File: config.mk
export PLATFORM = sky130hd
export DESIGN_NAME = car_resolver
export DESIGN_NICKNAME = d
export VERILOG_FILES = /design/src/core/car_pkg.sv /design/src/core/car_resolver.sv
export VERILOG_INCLUDE_DIRS = /design/src /design/src/core
export SDC_FILE = /design/constraint.sdc
export NUM_CORES = 1
export LEC_CHECK = 0
export BUFFER_PORTS_ARGS = -buffer_cell sky130_fd_sc_hd__buf_2
export CORE_MARGIN = 2
export CORE_UTILIZATION = 40
export CTS_CLUSTER_DIAMETER = 60
export DETAILED_ROUTE_END_ITERATION = 8
export REMOVE_ABC_BUFFERS = 1
export SLEW_MARGIN = 5
export SYNTH_ARGS = -nofsm -noshare
export SYNTH_HDL_FRONTEND = slang
export SYNTH_SLANG_ARGS = --single-unit
File: constraint.sdc
create_clock -name sys_clk -period 5.9 [get_ports sys_clk]
set_input_delay 1.475 -clock sys_clk [delete_from_list [all_inputs] [get_ports sys_clk]]
set_output_delay 1.475 -clock sys_clk [all_outputs]
set_load 0.01 [all_outputs]
File: src/core/car_defines.svh
/*
 * Constants of the cache attribute resolver: register offsets, field
 * positions of a control entry, reset values and field codes.
 * Assumes inclusion by bare name from the design files.
 */
`ifndef CAR_DEFINES_SVH
`define CAR_DEFINES_SVH

`define CAR_ENTRY_COUNT     32
`define CAR_ENTRY_W         13
`define CAR_OFF_ENTRY0      12'h000
`define CAR_OFF_ICR         12'h080
`define CAR_OFF_FLUSH_STAT  12'h084

`define CAR_F_MTYPE_LO      0
`define CAR_F_TGT_LO        2
`define CAR_F_AGE_LO        4
`define CAR_F_AGEOPT        6
`define CAR_F_REVSKIP       7
`define CAR_F_SKIP_LO       8
`define CAR_F_FAULT_LO      11
`define CAR_F_QOS_LO        22

`define CAR_AGE_RESET       2'h3
`define CAR_MT_PAGE         2'h0
`define CAR_MT_UC           2'h1
`define CAR_MT_WT           2'h2
`define CAR_MT_WB           2'h3
`define CAR_TGT_PAGE        2'h0
`define CAR_TGT_LLC         2'h1
`define CAR_AGE_UNCORE      2'h0
`define CAR_AGE_ZERO        2'h1
`define CAR_AGE_KEEP        2'h2
`define CAR_AGE_THREE       2'h3

`define CAR_RC_UC           3'h0
`define CAR_RC_WC           3'h1
`define CAR_RC_WT           3'h4
`define CAR_RC_WP           3'h5
`define CAR_RC_WB           3'h6

`endif

File: src/core/car_pkg.sv
/*
 * Types of the cache attribute resolver.
 * Assumes car_defines.svh is compiled alongside.
 */
package car_pkg;

    typedef enum logic [0:0] {
        FL_IDLE,
        FL_STALL_WAIT
    } car_flush_e;

    typedef logic [12:0] car_entry_t;

endpackage

File: src/core/car_resolver.sv
/*
 * Cache attribute resolver: a table of 32 object control entries behind
 * a classic Wishbone slave, an access resolver with a one-cycle result,
 * and the frame-buffer flush sequencer that gates flip synchronisation.
 * Assumes all requesters and the last-level cache run on sys_clk.
 */
`timescale 1ns/1ps
`include "car_defines.svh"

// Summary of operation
// - Entries reset with age 11, other options zero, fixed type/target cycle.
// - Coherent memory type arrives apart from the index; index never altered.
// - On coherent accesses the separate memory type replaces the table type.
// - Range codes 0,1,4,6 map to 00,01,10,11; 2,3,7 are reserved.
// - Write-protected code 5 gives 11 on reads, 01 on writes.
// - Responses carry the entry's two-bit page fault mode.
// - Skip mask bits 10:8 need address bits 9,10,11 zero; clear means ignore.
// - Entry bit 7 picks normal (0) or reverse (1) skip sense.
// - Normal: LLC access matching stays in LLC, else goes to embedded cache.
// - Normal: embedded-only access matching stays, else becomes uncacheable.
// - Reverse: LLC access matching goes to embedded cache, else stays.
// - Reverse: embedded-only access matching becomes uncacheable, else stays.
// - Global QoS bits 23:22 apply to display-buffer accesses only.
// - After the stalling flush completes, command execution continues.
// - The LLC flush holds flip synchronisation from the cycle after it is taken until the LLC flush is done.
// - Type 00 page table, 01 uncacheable, 10 write-through, 11 write-back.
// - Target 00 page table, 01 LLC only, 10/11 LLC or embedded allowed.
// - Age 00 uncore, 01 age 0, 10 keep on hit, 11 age 3.
module car_resolver (
    input  wire logic        sys_clk,
    input  wire logic        srst,
    input  wire logic        wb_cyc_i,
    input  wire logic        wb_stb_i,
    input  wire logic        wb_we_i,
    input  wire logic [11:0] wb_adr_i,
    input  wire logic [3:0]  wb_sel_i,
    input  wire logic [31:0] wb_dat_i,
    output logic      [31:0] wb_dat_o,
    output logic             wb_ack_o,
    input  wire logic        reqValid,
    input  wire logic [4:0]  objectControlIndex,
    input  wire logic        reqWrite,
    input  wire logic        reqDisplay,
    input  wire logic        l3Coherent,
    input  wire logic [2:0]  coherentRangeCode,
    input  wire logic [11:9] reqAddr,
    input  wire logic [1:0]  pageMemType,
    input  wire logic        pageLlc,
    input  wire logic        pageEdram,
    input  wire logic [1:0]  uncoreAge,
    output logic             rspValid,
    output logic [1:0]       rspMemType,
    output logic             rspLlc,
    output logic             rspEdram,
    output logic [1:0]       rspAge,
    output logic             rspAgeKeep,
    output logic [1:0]       rspFaultMode,
    output logic             rspQosValid,
    output logic [1:0]       rspQos,
    output logic             rspRangeReserved,
    input  wire logic        flushValid,
    output logic             flushReady,
    input  wire logic        flushStall,
    input  wire logic        flushLlc,
    input  wire logic        pipeIdle,
    output logic             llcFlushReq,
    input  wire logic        llcFlushDone,
    input  wire logic        flipReq,
    output logic             flipSync
);

    ////////////////////////////////////////////////////////////////////////
    // Control entry table.

    function automatic car_pkg::car_entry_t entry_default(
        input logic [4:0] idx
    );
        logic [1:0]         mt;
        logic [1:0]         tg;
        car_pkg::car_entry_t e;
        mt = `CAR_MT_PAGE;
        tg = `CAR_TGT_PAGE;
        e  = '0;
        unique case (idx[3:0])
            4'h0: begin mt = 2'h0; tg = 2'h0; end
            4'h1: begin mt = 2'h0; tg = 2'h1; end
            4'h2: begin mt = 2'h0; tg = 2'h2; end
            4'h3: begin mt = 2'h1; tg = 2'h0; end
            4'h4, 4'ha: begin mt = 2'h2; tg = 2'h0; end
            4'h5, 4'hb: begin mt = 2'h2; tg = 2'h1; end
            4'h6, 4'hc: begin mt = 2'h2; tg = 2'h2; end
            4'h7, 4'hd: begin mt = 2'h3; tg = 2'h0; end
            4'h8, 4'he: begin mt = 2'h3; tg = 2'h1; end
            4'h9, 4'hf: begin mt = 2'h3; tg = 2'h2; end
        endcase
        e[`CAR_F_MTYPE_LO +: 2] = mt;
        e[`CAR_F_TGT_LO +: 2]   = tg;
        e[`CAR_F_AGE_LO +: 2]   = `CAR_AGE_RESET;
        return e;
    endfunction

    car_pkg::car_entry_t entry_r   [`CAR_ENTRY_COUNT];
    car_pkg::car_entry_t entry_nxt [`CAR_ENTRY_COUNT];
    logic [1:0]          qos_r;
    logic [1:0]          qos_nxt;
    logic                ack_r;
    logic                ack_nxt;
    logic [31:0]         rdat_r;
    logic [31:0]         rdat_nxt;
    logic                llcPending_r;
    logic                llcPending_nxt;
    logic                flipHeld_r;
    logic                flipHeld_nxt;
    car_pkg::car_flush_e flState_r;
    car_pkg::car_flush_e flState_nxt;

    logic        busHit;
    logic        entrySel;
    logic [4:0]  entryIdx;

    assign busHit   = wb_cyc_i && wb_stb_i && !ack_r;
    assign entrySel = (wb_adr_i[11:7] == 5'h00);
    assign entryIdx = wb_adr_i[6:2];

    ////////////////////////////////////////////////////////////////////////
    // Wishbone slave. Every access is acked one cycle after the strobe;
    // unmapped addresses read as zero and ignore writes.

    always_comb
    begin
        entry_nxt = entry_r;
        qos_nxt   = qos_r;
        ack_nxt   = busHit;
        rdat_nxt  = 32'h0000_0000;
        if (busHit && entrySel)
        begin
            rdat_nxt = {19'h0_0000, entry_r[entryIdx]};
            if (wb_we_i)
            begin
                if (wb_sel_i[0])
                    entry_nxt[entryIdx][7:0] = wb_dat_i[7:0];
                if (wb_sel_i[1])
                    entry_nxt[entryIdx][12:8] = wb_dat_i[12:8];
            end
        end
        else if (busHit && wb_adr_i == `CAR_OFF_ICR)
        begin
            rdat_nxt[`CAR_F_QOS_LO +: 2] = qos_r;
            if (wb_we_i && wb_sel_i[2])
                qos_nxt = wb_dat_i[`CAR_F_QOS_LO +: 2];
        end
        else if (busHit && wb_adr_i == `CAR_OFF_FLUSH_STAT)
        begin
            rdat_nxt[2:0] = {flipHeld_r, llcPending_r,
                             flState_r == car_pkg::FL_STALL_WAIT};
        end
    end

    always_ff @(posedge sys_clk)
    begin
        if (srst)
        begin
            for (int i = 0; i < `CAR_ENTRY_COUNT; i++)
                entry_r[i] <= entry_default(5'(i));
            qos_r  <= 2'h0;
            ack_r  <= 1'b0;
            rdat_r <= 32'h0000_0000;
        end
        else
        begin
            entry_r <= entry_nxt;
            qos_r   <= qos_nxt;
            ack_r   <= ack_nxt;
            rdat_r  <= rdat_nxt;
        end
    end

    assign wb_ack_o = ack_r;
    assign wb_dat_o = rdat_r;

    ////////////////////////////////////////////////////////////////////////
    // Access resolution, registered one cycle after reqValid.

    car_pkg::car_entry_t ent;
    logic [1:0]  mtSep;
    logic        rangeRsvd;
    logic [2:0]  skipMask;
    logic        skipOn;
    logic        skipMatch;
    logic [1:0]  mt;
    logic        llc;
    logic        edram;
    logic [1:0]  age;
    logic        ageKeep;
    logic        v_r;
    logic [1:0]  mt_r;
    logic        llc_r;
    logic        edram_r;
    logic [1:0]  age_r;
    logic        ageKeep_r;
    logic [1:0]  faultMode_r;
    logic        qosV_r;
    logic [1:0]  qosOut_r;
    logic        rsvd_r;

    // The coherent type travels on its own port; the index is used as is.
    assign ent = entry_r[objectControlIndex];

    always_comb
    begin
        mtSep     = `CAR_MT_PAGE;
        rangeRsvd = 1'b0;
        unique case (coherentRangeCode)
            `CAR_RC_UC: mtSep = 2'h0;
            `CAR_RC_WC: mtSep = 2'h1;
            `CAR_RC_WT: mtSep = 2'h2;
            `CAR_RC_WB: mtSep = 2'h3;
            `CAR_RC_WP: mtSep = reqWrite ? 2'h1 : 2'h3;
            default:    rangeRsvd = 1'b1;
        endcase
    end

    always_comb
    begin
        mt = ent[`CAR_F_MTYPE_LO +: 2];
        if (l3Coherent)
            mt = mtSep;
        if (mt == `CAR_MT_PAGE)
            mt = pageMemType;
        unique case (ent[`CAR_F_TGT_LO +: 2])
            2'h0:    begin llc = pageLlc; edram = pageEdram; end
            2'h1:    begin llc = 1'b1;    edram = 1'b0;      end
            default: begin llc = 1'b1;    edram = 1'b1;      end
        endcase
        skipMask  = ent[`CAR_F_SKIP_LO +: 3];
        skipOn    = (skipMask != 3'h0);
        skipMatch = ((reqAddr & skipMask) == 3'h0);
        if (skipOn && mt != `CAR_MT_UC)
        begin
            // Reverse sense simply inverts which outcome keeps caching.
            if (llc)
            begin
                if (skipMatch == ent[`CAR_F_REVSKIP])
                begin
                    llc   = 1'b0;
                    edram = 1'b1;
                end
            end
            else if (edram)
            begin
                if (skipMatch == ent[`CAR_F_REVSKIP])
                begin
                    mt    = `CAR_MT_UC;
                    edram = 1'b0;
                end
            end
        end
        ageKeep = 1'b0;
        unique case (ent[`CAR_F_AGE_LO +: 2])
            `CAR_AGE_UNCORE: age = uncoreAge;
            `CAR_AGE_ZERO:   age = 2'h0;
            `CAR_AGE_KEEP:   begin age = 2'h0; ageKeep = 1'b1; end
            `CAR_AGE_THREE:  age = 2'h3;
        endcase
    end

    always_ff @(posedge sys_clk)
    begin
        if (srst)
        begin
            v_r       <= 1'b0;
            mt_r      <= 2'h0;
            llc_r     <= 1'b0;
            edram_r   <= 1'b0;
            age_r     <= 2'h0;
            ageKeep_r <= 1'b0;
            faultMode_r <= 2'h0;
            qosV_r    <= 1'b0;
            qosOut_r  <= 2'h0;
            rsvd_r    <= 1'b0;
        end
        else
        begin
            v_r <= reqValid;
            if (reqValid)
            begin
                mt_r      <= mt;
                llc_r     <= llc;
                edram_r   <= edram;
                age_r     <= age;
                ageKeep_r <= ageKeep;
                faultMode_r <= ent[`CAR_F_FAULT_LO +: 2];
                qosV_r    <= reqDisplay;
                qosOut_r  <= reqDisplay ? qos_r : 2'h0;
                rsvd_r    <= l3Coherent && rangeRsvd;
            end
        end
    end

    assign rspValid         = v_r;
    assign rspMemType       = mt_r;
    assign rspLlc           = llc_r;
    assign rspEdram         = edram_r;
    assign rspAge           = age_r;
    assign rspAgeKeep       = ageKeep_r;
    assign rspFaultMode     = faultMode_r;
    assign rspQosValid      = qosV_r;
    assign rspQos           = qosOut_r;
    assign rspRangeReserved = rsvd_r;

    ////////////////////////////////////////////////////////////////////////
    // Flush sequencer. A stalling flush waits for pipeline idle and then
    // frees the ring; an LLC flush is accepted at once and only the flip
    // is held, so the next frame overlaps the LLC write-back.

    logic flushTake;

    always_comb
    begin
        flState_nxt    = flState_r;
        llcPending_nxt = llcPending_r;
        flipHeld_nxt   = flipHeld_r;
        flushReady     = 1'b0;
        flipSync       = 1'b0;
        unique case (flState_r)
            car_pkg::FL_IDLE:
            begin
                flushReady = !flushStall || pipeIdle;
                if (flushValid && flushStall && !pipeIdle)
                    flState_nxt = car_pkg::FL_STALL_WAIT;
            end
            car_pkg::FL_STALL_WAIT:
            begin
                flushReady = pipeIdle;
                if (pipeIdle)
                    flState_nxt = car_pkg::FL_IDLE;
            end
        endcase
        flushTake = flushValid && flushReady;
        if (llcFlushDone)
            llcPending_nxt = 1'b0;
        if (flushTake && flushLlc)
            llcPending_nxt = 1'b1;
        if (flipReq)
            flipHeld_nxt = 1'b1;
        if ((flipHeld_r || flipReq) && !llcPending_r)
        begin
            flipSync     = 1'b1;
            flipHeld_nxt = 1'b0;
        end
    end

    always_ff @(posedge sys_clk)
    begin
        if (srst)
        begin
            flState_r    <= car_pkg::FL_IDLE;
            llcPending_r <= 1'b0;
            flipHeld_r   <= 1'b0;
        end
        else
        begin
            flState_r    <= flState_nxt;
            llcPending_r <= llcPending_nxt;
            flipHeld_r   <= flipHeld_nxt;
        end
    end

    assign llcFlushReq = llcPending_r;

endmodule

* After elaboration in Yosys (flattened, before gate mapping) *
Index checks and enable logic that the tools add are counted.

word-level totals
  bits in registers = 468
  input port bits = 80
  word-level logic and storage cells = 154

cells by class
  magnitude comparators = 3
  eq/ne operators = 12
  mux-type cells = 47
  bitwise operators = 6
  reductions and logical operators = 35

operator list
  operator               number
  $mux W416              4
  $bwmux W416            2
  $bmux W13 S5           2
  $demux W13 S5          2
  $mux W13               5
  $eq A12 B8 Y1 const B  2
  $mux W2                8
  $mux W1                15
  $logic_and A1 B1 Y1    14
  $ge A6 B6 Y1 const B   2
  $not A5 Y6             2
  $eq A3 B3 Y1 const B   3
  $mux W3                3
  $mux W8                1
  $pmux W2 S4            1
  $logic_not A2 Y1       3
  $logic_not A3 Y1       2
  $lt A6 B1 Y1 const B   1
  $pmux W1 S2            3
  $pmux W2 S3            1
  $reduce_or A2 Y1       3
  $logic_not A5 Y1       1
  $reduce_or A5 Y1       1
  $eq A2 B1 Y1 const B   2
  13 further kinds       20

* Depth between registers and ports, before layout *
  depth in word-level cells = 11
  gate-level depth with buffers = 12
  mapped depth without buffers = 8

* Least setup slack after synthesis *
OpenSTA, ideal clock, no wires.

  kind = input to register
  start = in objectControlIndex[0]
  end = reg edram_r (netlist: rspEdram)
  data arrival time = 3717 ps
  required time = 5833 ps
  setup slack = 2116 ps
  stages on the path = 9
  cell sequence = buf_6 > mux4_2 > a22o_1 > a311oi_1 > o21ai_1 > a222oi_1 > mux2_4 > o32a_1 > a21oi_2

on the way
  longest elaborated chain between the ends = 11
  elaborated cells between the ends (all ways) = 22

ends and longest elaborated chain
  what                                           RTL line                                  text
  start, declared                                car_resolver.sv:41                        input wire logic [4:0] objectControlIndex,
  $not A5 Y6 (not written as such) *             car_resolver.sv:207                       assign ent = entry_r[objectControlIndex];
  $bmux W13 S5 *                                 car_resolver.sv:207
  $mux W13 (not written as such) * (2 in a row)  car_resolver.sv:207
  $and A3 B3 Y3                                  car_resolver.sv:237                       skipMatch = ((reqAddr & skipMask) == 3'h0);
  $logic_not A3 Y1                               car_resolver.sv:237
  $eq A1 B1 Y1                                   car_resolver.sv:243, car_resolver.sv:251
  $mux W1                                        car_resolver.sv:251                       if (skipMatch == ent[`CAR_F_REVSKIP])
  $mux W1                                        car_resolver.sv:249                       else if (edram)
  $mux W1                                        car_resolver.sv:241                       if (llc)
  $mux W1 *                                      car_resolver.sv:238                       if (skipOn && mt != `CAR_MT_UC)
  end signal, assigned                           car_resolver.sv:289                       edram_r <= edram;
  end, declared                                  car_resolver.sv:198                       logic edram_r;

Mark *: on every way between the ends. The rest lies on a longest branch, timed or not. The select of a mux whose other input is x is not followed.
A chain may end at the register's enable or synchronous reset.

* Worst setup path in the final report *
Same ends and word-level chain as after synthesis.

==> flow_summary.ini <==
[detailed_routing]
wl_mm = 75.38
drt_iter0_markers = 2355
wl_per_cell_um = 24.29
via_per_inst = 6.189
vias = 19203
final_antenna_net_count = 0
route.detailed.drc = 0
drt-pass1-iter-count = 7

[worst_setup_path]
worstPathMaxFanout = 37
worst-setup-path-type = primary input to flop
rr_worst_depth = 7
endpoint_kind = flop
cp.arrival_ps = 4840
critPathLaunchType = primary input
crit_required_ps = 6430

[power_and_ir_drop]
p_per_area_nw_per_um2 = 261.6
p_int_mw = 4.866
p_leak_nw = 9.277
seqPwrFrac = 0.469
swShare = 0.2526
power_switching_mw = 1.645
ir_worst_vdd_mv = 0.1839
combPwrFrac = 0.078
clkPwrFrac = 0.452

[synth]
dominantRegCellSynth = dfxtp_1
ys_seq_area_frac = 0.4017
synth.avg_cell_area_um2 = 9.547
synth_warnings = 0
synth.distinct_cells = 60
synthCells = 2354
syn-cell-area_um2 = 22470
synth-seq-cells = 451
synth_edf_count = 0
async_flop_share = 0

[sta]
rsz0062_at_grt = no
tightestPinTransition_ps = 1198
fin_crit_sh = 0.7318
max_freq_mhz = 231.6
report.final.slew_viol_count = 0
skew_ps = 10.92
relSlewSlack = 0.1979
layout_min_cycle_time_ps = 4318
finalHoldViolations = 0
setup_viol = 0

[global_route]
grt_use_total = 0.2578
globalRouteOverflowTotal = 0
antenna_found_initial = 3
first_global_vias = 17956
grt_pass1_wl_mm = 113.5
grt_max_degree = 114

[cts]
cts_tree = done
clockBufferDepth = 3
clkTransAtPathRegs_ps = 60
root_buffer = clkbuf_16
insertion_delay_ps = 600
cts.htree.levels = 2
cts_setup_buffers = 0
cts_resized = 0
cts_made_buffers = 48
cts_hold_buffers = 0
clkSinkCount = 451

[worst_hold_path]
min_path_cells = 1
hold_path_class = flop to flop

[placed_design]
dpl.hpwl_mm = 49.17
port_buffers = 94
dpl.cell_count = 3018
place_congestion = 0.8761

[layout]
stdcell_count = 3103
synthToLayoutAreaGrowth_pct = 10.75
drive_above_1_share = 0.1933
layout_common_cells = 464 x nand2_1, 451 x dfxtp_1, 245 x a21oi_1
fillers = 5231
nets = 2400
fin_util = 0.4500
final_common_cell = nand2_1

[floorplanning]
row_count = 86
die_area_um2 = 58100
ioPinCount = 130
die_h_um = 241.0
initial_utilization = 0.4063
coreArea_um2 = 55310
fp.dieW_um = 241.0

[run]
drv_cap = 0

[status]
status = finished clean
[power by group through the flow]
| stage | logic [mW] | registers (mW) | clock network [mW] |
|---|---|---|---|
| finish | 0.509 | 3.06 | 2.95 |
| global route | 0.531 | 3.05 | 3.10 |
| CTS | 0.500 | 3.06 | 2.97 |
| detailed placement | 0.499 | 3.12 | 0 |
| global placement | 0.496 | 3.12 | 0 |
| floorplan | 0.189 | 3.13 | 0 |
[kinds of logic after synthesis]
group / after synthesis / share of synthesized area
compound gates: 459 / 0.1263
flops: 451 / 0.4017
buf+inv: 269 / 0.05445
mux: 315 / 0.2532
simple gates: 859 / 0.1641
other cells: 1 / 0.0001669
[critical path, cell delays in order]
cell,delay [ps]
buf_4,600
inv_1,570
and2_1,290
a2111oi_0,560
a311oi_1,150
a22oi_1,500
o21ai_1,210
o32a_1,340
a21oi_2,120
[Yosys cell counts, types with 2 or more instances]
cell      instances  area share
or3_1             4      0.0011
nor3_1            7      0.0016
mux2_2            4      0.0020
and3_1            7      0.0019
buf_4            23      0.0077
o211ai_1        102       0.034
a31oi_1          13      0.0036
o21ai_0          11      0.0024
clkbuf_1        178       0.030
nand3_1         230       0.051
nand2_1         464       0.077
buf_6             9      0.0045
o21ai_1           3     0.00067
and2_1            6      0.0017
a21boi_0          2     0.00067
dfxtp_1         451        0.40
buf_1            12      0.0020
nor3_2            2     0.00089
a22oi_1          33       0.011
nor2_1          104       0.017
inv_1             8      0.0013
a22o_1           11      0.0043
a311oi_1          4      0.0016
a211oi_1          2     0.00067
nand2b_1          8      0.0022
nor4_1            2     0.00056
nand4_1           3     0.00084
nor2b_1           8      0.0022
mux4_2          202        0.20
a21oi_1         245       0.055
nor3b_1           4      0.0013
buf_2            35      0.0078
nand3b_1          2     0.00067
inv_2             2     0.00033
o22ai_1           2     0.00056
mux2i_1         108       0.048
a221oi_1         20      0.0078
[metal layers]
layer  wire length (µm)  GRT usage
met1              31850     0.3676
met2              33830     0.3949
met3               7417    0.04381
met4               2265    0.09053
met5                 19          0
[flip-flops by register name, indices dropped and copies added, names as in the netlist, 2 cells and up]
| name | count |
|---|---|
| entry_r | 416 |
| qos_r | 2 |
| rspAge | 2 |
| rspFaultMode | 2 |
| rspMemType | 2 |
| rspQos | 2 |
| wb_dat_o | 15 |
[per-stage QoR]
stage	worst slack (ps)	hold WS [ps]	total power, mW	setup TNS, ps	area [µm²]
floorplan	-309.1	427.1	3.314	-6331	21350
global placement	1050	426.3	3.620	0	23400
detailed placement	1026	443.1	3.623	0	23400
CTS	1664	451.4	6.527	0	24890
global route	1487	465.8	6.683	0	24890
finish	1582	446.7	6.511	0	24890
[area by class of cell]
cell class	count	area [µm²]	area share
multi-input cells	1650	12360	0.4965
flip-flops and latches	451	9029	0.3628
clock buffers	73	1426	0.05731
repair buffers	158	1031	0.04142
well taps	748	935.9	0.03760
clock inverters	11	63.81	0.002564
inverters	11	43.79	0.001759
diodes	1	2.502	0.0001005
[worst paths after layout]
path | start | end | slack (ps)
min | wb_ack_o | wb_ack_o | 450
max | objectControlIndex[0] | rspEdram | 1580
max reg2reg | wb_ack_o | entry_r[79] | 2880
min reg2reg | wb_ack_o | wb_ack_o | 450
(Power assumes the default switching activity.)
